`config.mk`:
```
export PLATFORM = sky130hd
export DESIGN_NAME = gax_regs
export DESIGN_NICKNAME = d
export VERILOG_FILES = /design/src/verilog/gax_pkg.sv /design/src/verilog/gax_sync3.sv /design/src/verilog/gax_aux_decode.sv /design/src/verilog/gax_regs.sv
export SDC_FILE = /design/constraint.sdc
export NUM_CORES = 1
export LEC_CHECK = 0
export BUFFER_PORTS_ARGS = -buffer_cell sky130_fd_sc_hd__buf_2
export CORE_MARGIN = 2
export CORE_UTILIZATION = 62
export CTS_BUF_LIST = sky130_fd_sc_hd__clkbuf_4 sky130_fd_sc_hd__clkbuf_8
export CTS_CLUSTER_DIAMETER = 200
export CTS_CLUSTER_SIZE = 16
export DETAILED_ROUTE_END_ITERATION = 6
export MAX_ROUTING_LAYER = met4
export PLACE_DENSITY = 0.95
export SLEW_MARGIN = 20
export SYNTH_ARGS = -nofsm -noshare
export SYNTH_HDL_FRONTEND = slang
export SYNTH_SLANG_ARGS = --single-unit
```
`constraint.sdc`:
```
create_clock -name clk_sys -period 2 [get_ports clk_sys]
set_input_delay 0.1 -clock clk_sys [delete_from_list [all_inputs] [get_ports clk_sys]]
set_output_delay 0.1 -clock clk_sys [all_outputs]
set_load 0.05 [all_outputs]
```
`src/verilog/gax_pkg.sv`:
```
// gax_pkg: shared constants, register map and carrier types of the pin and aux converter bank
package gax_pkg;

   // ----------------------------------------
   // widths
   // ----------------------------------------
   localparam int PIN_COUNT = 8;
   localparam int DATA_W    = 8;
   localparam int ADDR_W    = 8;

   // ----------------------------------------
   // register offsets and reset values
   // ----------------------------------------
   localparam logic [ADDR_W-1:0] ADDR_PIN_DIR   = 8'h13;
   localparam logic [ADDR_W-1:0] ADDR_PIN_DATA  = 8'h14;
   localparam logic [ADDR_W-1:0] ADDR_AUX_SETUP = 8'h15;
   localparam logic [ADDR_W-1:0] ADDR_AUX_MUX   = 8'h16;

   localparam logic [DATA_W-1:0] RST_PIN_DIR    = 8'h00;
   localparam logic [DATA_W-1:0] RST_PIN_DATA   = 8'h00;
   localparam logic [DATA_W-1:0] RST_AUX_SETUP  = 8'h00;
   localparam logic [DATA_W-1:0] RST_AUX_MUX    = 8'h01;
   localparam logic [DATA_W-1:0] READ_UNMAPPED  = 8'h00;

   // ----------------------------------------
   // field positions
   // ----------------------------------------
   localparam int RATE_MSB = 7;
   localparam int RATE_LSB = 6;
   localparam int REF_MSB  = 5;
   localparam int REF_LSB  = 3;
   localparam int GAIN_MSB = 2;
   localparam int GAIN_LSB = 0;
   localparam int MUXP_MSB = 7;
   localparam int MUXP_LSB = 4;
   localparam int MUXN_MSB = 3;
   localparam int MUXN_LSB = 0;

   // ----------------------------------------
   // field codes
   // ----------------------------------------
   localparam logic [2:0] REF_INTERNAL = 3'h0;
   localparam logic [2:0] REF_PAIR_01  = 3'h1;
   localparam logic [2:0] REF_PAIR_23  = 3'h2;
   localparam logic [2:0] REF_PAIR_45  = 3'h3;
   localparam logic [2:0] REF_SUPPLY   = 3'h4;
   localparam logic [2:0] GAIN_UNLISTED = 3'h6;
   localparam logic [3:0] MUX_AIN_LAST = 4'h9;
   localparam logic [3:0] MUX_COMMON   = 4'hA;
   localparam logic [3:0] MUX_TEMP     = 4'hB;
   localparam logic [3:0] MUX_AVDD     = 4'hC;
   localparam logic [3:0] MUX_DVDD     = 4'hD;
   localparam logic [3:0] MUX_TEST_SIGNAL_DAC     = 4'hE;
   localparam logic [3:0] MUX_OPEN     = 4'hF;

   // ----------------------------------------
   // carrier types
   // ----------------------------------------
   typedef struct packed {
      logic [ADDR_W-1:0] addr;
      logic [DATA_W-1:0] wdata;
      logic              wr;
      logic              rd;
   } gax_bus_req_t;

   typedef struct packed {
      logic [DATA_W-1:0] rdata;
      logic              rvalid;
   } gax_bus_rsp_t;

   typedef struct packed {
      logic [PIN_COUNT-1:0] level;
      logic [PIN_COUNT-1:0] oe;
   } gax_pin_drive_t;

   typedef struct packed {
      logic [9:0] rate_sps;
      logic [7:0] gain;
      logic [2:0] ref_sel;
      logic       ref_reserved;
      logic       gain_reserved;
      logic [3:0] pos_sel;
      logic [3:0] neg_sel;
      logic       pos_is_ain;
      logic       neg_is_ain;
   } gax_aux_cfg_t;

   typedef struct packed {
      logic [DATA_W-1:0] dir;
      logic [DATA_W-1:0] data;
      logic [DATA_W-1:0] setup;
      logic [DATA_W-1:0] mux;
      logic [DATA_W-1:0] rdata;
      logic              rvalid;
   } gax_regs_state_t;

   localparam gax_aux_cfg_t AUX_CFG_RST = '{rate_sps: 10'h00A, gain: 8'h01,
      ref_sel: REF_INTERNAL, ref_reserved: 1'b0, gain_reserved: 1'b0,
      pos_sel: 4'h0, neg_sel: 4'h1, pos_is_ain: 1'b1, neg_is_ain: 1'b1};

   // ----------------------------------------
   // decode functions
   // ----------------------------------------
   function automatic logic [9:0] gax_rate_sps(input logic [1:0] code);
      unique case (code)
         2'h0: gax_rate_sps = 10'h00A;
         2'h1: gax_rate_sps = 10'h064;
         2'h2: gax_rate_sps = 10'h190;
         default: gax_rate_sps = 10'h320;
      endcase
   endfunction : gax_rate_sps

   // unlisted code reads back as gain zero so it is visible downstream
   function automatic logic [7:0] gax_gain(input logic [2:0] code);
      if (code == GAIN_UNLISTED) begin
         gax_gain = 8'h00;
      end else if (code == 3'h7) begin
         gax_gain = 8'h80;
      end else begin
         gax_gain = 8'(8'h01 << code);
      end
   endfunction : gax_gain

   function automatic logic gax_ref_reserved(input logic [2:0] code);
      gax_ref_reserved = (code > REF_SUPPLY);
   endfunction : gax_ref_reserved

   function automatic logic gax_is_ain(input logic [3:0] code);
      gax_is_ain = (code <= MUX_AIN_LAST);
   endfunction : gax_is_ain

endpackage : gax_pkg

```
`src/verilog/gax_sync3.sv`:
```
// gax_sync3: three-stage pin synchroniser with agreement filter
module gax_sync3 #(
   parameter int W = 8
) (
   input  wire logic         clk_sys,
   input  wire logic         arst_n,
   input  wire logic         ce,
   input  wire logic [W-1:0] d,
   output logic      [W-1:0] q
);
   typedef struct packed {
      logic [W-1:0] s1;
      logic [W-1:0] s2;
      logic [W-1:0] s3;
      logic [W-1:0] q;
   } gax_sync_state_t;

   gax_sync_state_t st_reg;
   gax_sync_state_t st_next;

   // stage one feeds stage two only; the filter looks at stages two and three
   always_comb begin
      st_next    = st_reg;
      st_next.s1 = d;
      st_next.s2 = st_reg.s1;
      st_next.s3 = st_reg.s2;
      for (int i = 0; i < W; i++) begin
         if (st_reg.s2[i] == st_reg.s3[i]) begin
            st_next.q[i] = st_reg.s3[i];
         end
      end
   end

   always_ff @(posedge clk_sys or negedge arst_n) begin
      if (!arst_n) begin
         st_reg <= '0;
      end else if (ce) begin
         st_reg <= st_next;
      end
   end

   assign q = st_reg.q;
endmodule : gax_sync3

```
`src/verilog/gax_aux_decode.sv`:
```
// gax_aux_decode: registered decode of the aux converter setup and input select
module gax_aux_decode
   import gax_pkg::*;
(
   input  wire logic                  clk_sys,
   input  wire logic                  arst_n,
   input  wire logic                  ce,
   input  wire logic [7:0]            setup,
   input  wire logic [7:0]            mux,
   output gax_pkg::gax_aux_cfg_t      cfg
);
   gax_aux_cfg_t st_reg;
   gax_aux_cfg_t st_next;

   always_comb begin
      st_next.rate_sps      = gax_rate_sps(setup[RATE_MSB:RATE_LSB]);
      st_next.ref_sel       = setup[REF_MSB:REF_LSB];
      st_next.ref_reserved  = gax_ref_reserved(setup[REF_MSB:REF_LSB]);
      st_next.gain          = gax_gain(setup[GAIN_MSB:GAIN_LSB]);
      st_next.gain_reserved = (setup[GAIN_MSB:GAIN_LSB] == GAIN_UNLISTED);
      st_next.pos_sel       = mux[MUXP_MSB:MUXP_LSB];
      st_next.neg_sel       = mux[MUXN_MSB:MUXN_LSB];
      st_next.pos_is_ain    = gax_is_ain(mux[MUXP_MSB:MUXP_LSB]);
      st_next.neg_is_ain    = gax_is_ain(mux[MUXN_MSB:MUXN_LSB]);
   end

   always_ff @(posedge clk_sys or negedge arst_n) begin
      if (!arst_n) begin
         st_reg <= AUX_CFG_RST;
      end else if (ce) begin
         st_reg <= st_next;
      end
   end

   assign cfg = st_reg;
endmodule : gax_aux_decode

```
`src/verilog/gax_regs.sv`:
```
// gax_regs: pin data/direction and aux converter configuration register bank
// What this block does
// - data bit n drives pin n level
// - output-configured pins read back as zero
// - input pins: write only stores the bit
// - pin data at 14h, resets to 00h
// - rate field 7:6 selects 10/100/400/800
// - reference field 5:3 decode, 101/110/111 reserved
// - gain field 2:0 gives 1..32, 128
// - aux setup at 15h, resets to 00h
// - positive select field 7:4 decode
// - negative select field 3:0 same codes
// - aux input select at 16h, resets 01h
// - direction bit 0 output, 1 input
module gax_regs
   import gax_pkg::*;
(
   input  wire logic                     clk_sys,
   input  wire logic                     arst_n,
   input  wire logic                     ce,
   input  wire gax_pkg::gax_bus_req_t    bus_req,
   output gax_pkg::gax_bus_rsp_t         bus_rsp,
   input  wire logic [PIN_COUNT-1:0]     pin_in,
   output gax_pkg::gax_pin_drive_t       pin_drive,
   output gax_pkg::gax_aux_cfg_t         aux_cfg
);

   // ----------------------------------------
   // state
   // ----------------------------------------
   gax_regs_state_t      st_reg;
   gax_regs_state_t      st_next;
   logic [PIN_COUNT-1:0] pin_level_sync;
   logic                 wr_hit;
   logic                 rd_hit;

   // ----------------------------------------
   // pin input synchroniser
   // ----------------------------------------
   gax_sync3 #(
      .W (PIN_COUNT)
   ) u_pin_sync (
      .clk_sys (clk_sys),
      .arst_n  (arst_n),
      .ce      (ce),
      .d       (pin_in),
      .q       (pin_level_sync)
   );

   // ----------------------------------------
   // aux converter setting decode
   // ----------------------------------------
   gax_aux_decode u_aux_decode (
      .clk_sys (clk_sys),
      .arst_n  (arst_n),
      .ce      (ce),
      .setup   (st_reg.setup),
      .mux     (st_reg.mux),
      .cfg     (aux_cfg)
   );

   // ----------------------------------------
   // register update and read path
   // ----------------------------------------
   // a strobe seen while ce is low is dropped, not held over
   assign wr_hit = bus_req.wr;
   assign rd_hit = bus_req.rd;

   always_comb begin
      st_next        = st_reg;
      st_next.rvalid = rd_hit;
      st_next.rdata  = '0;
      if (wr_hit) begin
         unique case (bus_req.addr)
            ADDR_PIN_DIR: begin
               st_next.dir = bus_req.wdata;
            end
            ADDR_PIN_DATA: begin
               // stored for every bit; only output bits reach a pin
               st_next.data = bus_req.wdata;
            end
            ADDR_AUX_SETUP: begin
               st_next.setup = bus_req.wdata;
            end
            ADDR_AUX_MUX: begin
               st_next.mux = bus_req.wdata;
            end
            default: begin
               st_next.dir = st_reg.dir;
            end
         endcase
      end
      if (rd_hit) begin
         unique case (bus_req.addr)
            ADDR_PIN_DIR: begin
               st_next.rdata = st_reg.dir;
            end
            ADDR_PIN_DATA: begin
               // output bits read zero, input bits show the filtered pin level
               st_next.rdata = pin_level_sync & st_reg.dir;
            end
            ADDR_AUX_SETUP: begin
               st_next.rdata = st_reg.setup;
            end
            ADDR_AUX_MUX: begin
               st_next.rdata = st_reg.mux;
            end
            default: begin
               st_next.rdata = READ_UNMAPPED;
            end
         endcase
      end
   end

   always_ff @(posedge clk_sys or negedge arst_n) begin
      if (!arst_n) begin
         st_reg.dir    <= RST_PIN_DIR;
         st_reg.data   <= RST_PIN_DATA;
         st_reg.setup  <= RST_AUX_SETUP;
         st_reg.mux    <= RST_AUX_MUX;
         st_reg.rdata  <= '0;
         st_reg.rvalid <= 1'b0;
      end else if (ce) begin
         st_reg <= st_next;
      end
   end

   // ----------------------------------------
   // outputs
   // ----------------------------------------
   assign bus_rsp.rdata  = st_reg.rdata;
   assign bus_rsp.rvalid = st_reg.rvalid;
   assign pin_drive.level = st_reg.data & ~st_reg.dir;
   assign pin_drive.oe    = ~st_reg.dir;
endmodule : gax_regs

```
==> run metrics, run 1 <==
GRT overflow=0; RSZ-0062 raised after global routing=false; CP Data Arrival Time=1720 ps; CTS max path bufs=2; cell area after layout=5440 um2; Die Ht=90.5 um; number of global-route vias before repair=3153; DIE AREA=8180 um2; Hold Startpoint=bus_req[6]; fraction of registers with async set or reset after synthesis=100%; Total Routed Length=9.40 mm; non-filler instance count after layout=554; FILL cells=463; Hold Crit Class=in -> reg; DP Wirelength=6.58 mm; outcome=completed; max-slew violations=0; Reg clk slew, reported paths=90 ps; Setup TNS Final=0 ps; DP Worst Slack=316 ps; PwrDens=833 nW/um2; Tmin final=1450 ps; Initial Utilization=63.9%; Cell Area, Placed=5050 um2; diodes inserted=0; Final #Nets=479; R2R cell count=3; Total Routing Usage GR=24.5%; sequential element share of the synthesized area=55.2%; first-pass GRT wire length=15.5 mm; Seq cells post-synth=102; post-synth top area share=51.8%; CTS resizes=0; Worst VDD drop=0.000487 V; I/O pins=87; die width=90.5 um; clock skew=5.15 ps; placed cells=526; maximum number of pins on one net before global-route repair=40; LEAKAGE=2.68 nW; synthesized area=4630 um2; final period utilization=72.6%; global placer's final weighted congestion=0.846; Sw Share=24.9%; TritonCTS Buffers=9; Fin Hold WS=14.6 ps; NetSw=1.13 mW; core area=7250 um2; commonest cells in the netlist=96 x dfrtp_1, 71 x mux2_2, 28 x inv_1; level count of the clock H-tree=3; Worst Path Required=2270 ps; max reg flops=32; Clock Latency Late Sink=360 ps; main area contributors after synthesis=dfrtp_1 52%, mux2_2 17%, dfstp_2 3.4%, and3b_1 3.2%, buf_4 2.3%; critical setup path kind=in -> reg; startpoint types=primary input; area grow syn2layout=17.4%; top-count cell post-synth=dfrtp_1; Detailed Routing Iterations Pass 1=4; hold path cells=2; proportion of layout cells with a drive suffix above 1=42.4%; Final WS setup=548 ps; Fmax=689 MHz; IO Port Bufs=85; Fin. Hold Viols=0; initial antenna violation count=0; final setup fails=0; cell chosen for the clock root=clkbuf_8; r2r startpoint=st_reg[19]; post-synthesis net count=398; Yosys warnings=0; WL/cell=17.0 um; worst-path maximum fanout=9; CP endpoint kind=flop; Sink Count=102; Worst R2R End=bus_rsp[3]; FP Rows=31; max_cap viols=0; Hold Crit Endpoint=st_reg[21]; DRT iter0 DRCs=153; register-to-register setup slack=830 ps; average cell area after synthesis=12.6 um2; Final ANT Viol Nets=0; via count=3100; Via density=5.60; Top FF cell, synth=dfrtp_1; distinct cell type count after synthesis=34; CTS tree=built; Yosys top cell by area=dfrtp_1; Int Power=3.41 mW; sequential share of power=51.4%; Clock Power Share=36.6%; Mapped Cells=369; Remaining DRCs=0; number of enable flip-flop cells after synthesis=0; combinational power share=12.0%
## cells in the final DEF, fill, tap and decap left out, types with 2 or more instances in the layout
master	count
clkinvlp_4	2
nand3b_1	2
dfrtp_1	96
bufinv_16	4
o32ai_1	2
nand4_4	3
buf_2	84
o221ai_1	8
o2111ai_1	8
o21a_1	2
nand2b_1	12
mux2_2	71
dlygate4sd3_1	12
nor2_1	10
nand2_1	3
a21oi_1	16
dfstp_2	6
and3b_1	17
buf_4	8
inv_1	28
nor4bb_1	9
nor2b_1	11
clkbuf_8	9
o21ai_0	12
o22ai_1	6
o211ai_1	3
## kinds of logic after synthesis
family | count (synthesis) | synth area share, %
AOI/OAI and AO/OA | 59 | 8.56
buffers and inverters | 63 | 6.67
DFF | 102 | 55.2
muxes | 71 | 17.3
other | 1 | 0.0809
and+or+nand+nor | 73 | 12.2
## layout make-up
| class | count | area, um2 | area share, % |
|---|---|---|---|
| inverter | 28 | 105 | 1.93 |
| multi-input combinational | 204 | 1770 | 32.4 |
| clock inverter | 7 | 144 | 2.64 |
| sequential | 102 | 2560 | 47.0 |
| tap | 99 | 124 | 2.28 |
| timing repair buffer | 105 | 621 | 11.4 |
| clock buffer | 9 | 124 | 2.28 |
## power groups by stage
| stage | Clock [mW] | Sequential [mW] | Combinational, mW |
|---|---|---|---|
| CTS | 1.68 | 2.33 | 0.548 |
| global route | 1.76 | 2.35 | 0.595 |
| floorplan | 0 | 2.38 | 0.338 |
| finish | 1.66 | 2.33 | 0.544 |
| global placement | 0 | 2.35 | 0.501 |
| detailed placement | 0 | 2.37 | 0.527 |
## metrics by stage
stage	utilization (%)	power (mW)
final	75.0	4.54
after global routing	75.0	4.71
after CTS	75.0	4.56
after detailed placement	69.7	2.89
after global placement	69.7	2.85
after floorplan	-	2.72
## critical path: stages
cell and delay, ps:
dlygate4sd3_1 520, buf_2 110, nor4bb_1 300, buf_4 230
o211ai_2 210, o221ai_1 260
## worst max path at each step
stage / start / to / cells past startpoint
finish: bus_req[0] / bus_rsp[2] / 6
CTS: bus_req[0] / bus_rsp[2] / 6
global placement: bus_req[11] / st_reg[39] / 4
floorplan: bus_req[13] / st_reg[33] / 4
detailed placement: bus_req[11] / st_reg[34] / 4
global route: bus_req[0] / bus_rsp[2] / 6
## routing by layer
layer | share of wire [%] | global-route usage [%] | up-vias
li1 | - | - | 1465
met1 | 44 | 32.0 | 1541
met2 | 51 | 39.4 | 82
met3 | 3.9 | 4.42 | 12
met4 | 1.3 | 8.08 | 0
met5 | 0 | - | -
## what timing repair did
action                     in CTS  in global routing
setup buffers                   0                  0
hold endpoints to repair       44                  0
hold buffers                   12                  0
setup endpoints to repair       0                  0
No activity file was read; power rests on OpenSTA's default activity.
==> inputs of run 2 (changes only) <==
--- a/config.mk
+++ b/config.mk
@@ -5,15 +5,16 @@
 export SDC_FILE = /design/constraint.sdc
 export NUM_CORES = 1
 export LEC_CHECK = 0
+export ABC_AREA = 1
 export BUFFER_PORTS_ARGS = -buffer_cell sky130_fd_sc_hd__buf_2
 export CORE_MARGIN = 2
-export CORE_UTILIZATION = 62
+export CORE_UTILIZATION = 52
 export CTS_BUF_LIST = sky130_fd_sc_hd__clkbuf_4 sky130_fd_sc_hd__clkbuf_8
 export CTS_CLUSTER_DIAMETER = 200
 export CTS_CLUSTER_SIZE = 16
 export DETAILED_ROUTE_END_ITERATION = 6
 export MAX_ROUTING_LAYER = met4
-export PLACE_DENSITY = 0.95
+export PLACE_DENSITY = 0.87
 export SLEW_MARGIN = 20
 export SYNTH_ARGS = -nofsm -noshare
 export SYNTH_HDL_FRONTEND = slang
==> constraint.sdc (replaced) <==
create_clock -name clk_sys -period 1.2 [get_ports clk_sys]
set_input_delay 0.06 -clock clk_sys [delete_from_list [all_inputs] [get_ports clk_sys]]
set_output_delay 0.06 -clock clk_sys [all_outputs]
set_load 0.05 [all_outputs]
==> run metrics, run 2 <==
Multi-input gate area=1660 um2; worst-path maximum fanout=5; Via density=5.08; first-pass GRT wire length=18.1 mm; max-slew violations=0; Synth Area in Compound Gates=9.17%; core area=8720 um2; Sink Count=102; Reg clk slew, reported paths=100 ps; mux share of post-synthesis cell area=0%; post-synthesis net count=572; proportion of layout cells with a drive suffix above 1=25.4%; CP Launch Point=st_reg[33]; main combinational cell family by area after synthesis=simple AND/OR/NAND/NOR gates; initial antenna violation count=0; most common cell after layout, fill and taps aside=nand2_1; number of global-route vias before repair=3838; Top FF cell, synth=dfrtp_1; Mapped Cells=543; Total Routing Usage GR=24.1%; TritonCTS Buffers=9; top-count cell post-synth=nand2_1; number of enable flip-flop cells after synthesis=0; sequential element share of the synthesized area=54.9%; FP Rows=34; Hold Crit Class=in -> reg; via count=3843; distinct cell type count after synthesis=27; DP Wirelength=7.78 mm; FILL cells=677; Setup TNS Final=0 ps; Hold Startpoint=bus_req[0]; synthesized area=4670 um2; CTS max path bufs=2; level count of the clock H-tree=3; r2r startpoint=st_reg[38]; RSZ-0062 raised after global routing=true; cell chosen for the clock root=clkbuf_8; cell area after layout=5710 um2; Worst VDD drop=0.000815 V; IO Port Bufs=85; Yosys top cell by area=dfrtp_1; main area contributors after synthesis=dfrtp_1 51%, nand2_1 15%, o21ai_0 4.5%, inv_1 4.4%, o21ai_1 3.4%; WL/cell=14.3 um; Detailed Routing Iterations Pass 1=5; LEAKAGE=3.07 nW; post-synth top area share=51.5%; final period utilization=100%; Fin. Hold Viols=0; register-to-register setup slack=40 ps; startpoint types=flop; max_cap viols=0; Die Ht=98.7 um; Yosys warnings=0; CP endpoint kind=output port; crit path max-delay cell type=dfrtp_1; Final Util=65.5%; Final #Nets=673; Power Total=6.93 mW; PwrDens=1210 nW/um2; Synth Area in Adders=0%; Seq cells post-synth=102; fraction of registers with async set or reset after synthesis=100%; Worst Path Required=1140 ps; fraction of synthesized cell area in xor and xnor cells=0%; commonest cells in the netlist=188 x nand2_1, 96 x dfrtp_1, 55 x inv_1; Worst path max stage delay=450 ps; maximum number of pins on one net before global-route repair=36; Initial Utilization=53.5%; final setup fails=0; Cell Area, Placed=5180 um2; CP Data Arrival Time=1140 ps; max reg flops=32; most frequent cells in the layout=188 x nand2_1, 93 x dfrtp_1, 62 x buf_2, 55 x inv_1, 42 x o21ai_0; Remaining DRCs=0; Tmin final=1200 ps; clock skew=12.1 ps; area grow syn2layout=22.3%; Total Routed Length=10.9 mm; Fmax=834 MHz; die width=98.7 um; Clock Latency Late Sink=360 ps; average cell area after synthesis=8.59 um2; GRT overflow=0; outcome=completed; global placer's final weighted congestion=0.870; DRT iter0 DRCs=165; diodes inserted=0; I/O pins=87; simple-gate share of the synthesized area=25.9%; crit path cell chain=nor2_2 -> buf_6; Final ANT Viol Nets=0; sequential cell area=2560 um2; critical setup path kind=reg -> out; CTS tree=built; DIE AREA=9750 um2
run 2: changes by cell type in the layout (fill, tap and decap cells not counted), moves of 22 or more:
cell and change:
inv_1 +27, nand2_1 +185, mux2_2 -71, nand3_1 +24
o21ai_1 +32, buf_2 -22, o21ai_0 +30
run 2: path summary, 6_finish.rpt:
kind	cells after the start	end
worst min-delay path	3	bus_rsp[0]
worst max-delay path	2	pin_drive[8]
min in group asynchronous	2	u_pin_sync.st_next[12]
worst min register to register	2	bus_rsp[0]
worst max register to register	8	bus_rsp[6]
max in group asynchronous	3	u_aux_decode.cfg[26]
run 2: logic make-up (layout without fill, tap and decap cells):
group,count (synthesis),after routing
other,1,1
AOI/OAI and AO/OA,82,82
and+or+nand+nor,261,261
DFF,102,102
buffers and inverters,97,203
run 2: layout make-up:
type | instances | area share [%]
inverters | 64 | 4.21
clock inverters | 3 | 0.329
clock buffers | 13 | 3.02
multi-input cells | 344 | 29.1
flip-flops and latches | 102 | 44.9
well taps | 108 | 2.37
repair buffers | 123 | 16.0
run 2: where the power goes:
group,internal [mW],total (mW),leakage [nW],switching [mW]
Combinational,0.344,1.02,1.69,0.675
Sequential,3.66,3.84,1.28,0.172
Clock,0.947,2.07,0.103,1.13
run 2: metrics by stage:
| step | cells | hold WS, ps | setup slack [ps] |
|---|---|---|---|
| finish | 757 | 32.2 | 0.525 |
| global route | 757 | 23.5 | -24.6 |
| detailed placement | 718 | 10.3 | -14.3 |
| floorplan | 543 | -236 | 76.4 |
| CTS | 751 | 20.7 | 2.41 |
| global placement | 718 | 3.21 | 40.2 |
run 2: what timing repair did:
action,CTS,global route
endpoints found under the hold margin,122,0
buffers inserted,0,6
cloned,0,0
pin swaps,1,4
setup endpoints to repair,15,17
gates resized for setup,16,29
hold buffers,17,0
run 2: critical path: cells and delay by family (launching register included):
kind | cells | cell delay (ps)
flops | 1 | 450
buf+inv | 1 | 170
simple gates | 1 | 150
run 2: layer usage:
metal	wire (um)	up-vias	track usage [%]
met2	5600	107	41.0
met1	4460	1837	29.0
met5	0	-	-
met4	328	0	8.22
li1	-	1874	-
met3	461	25	4.89
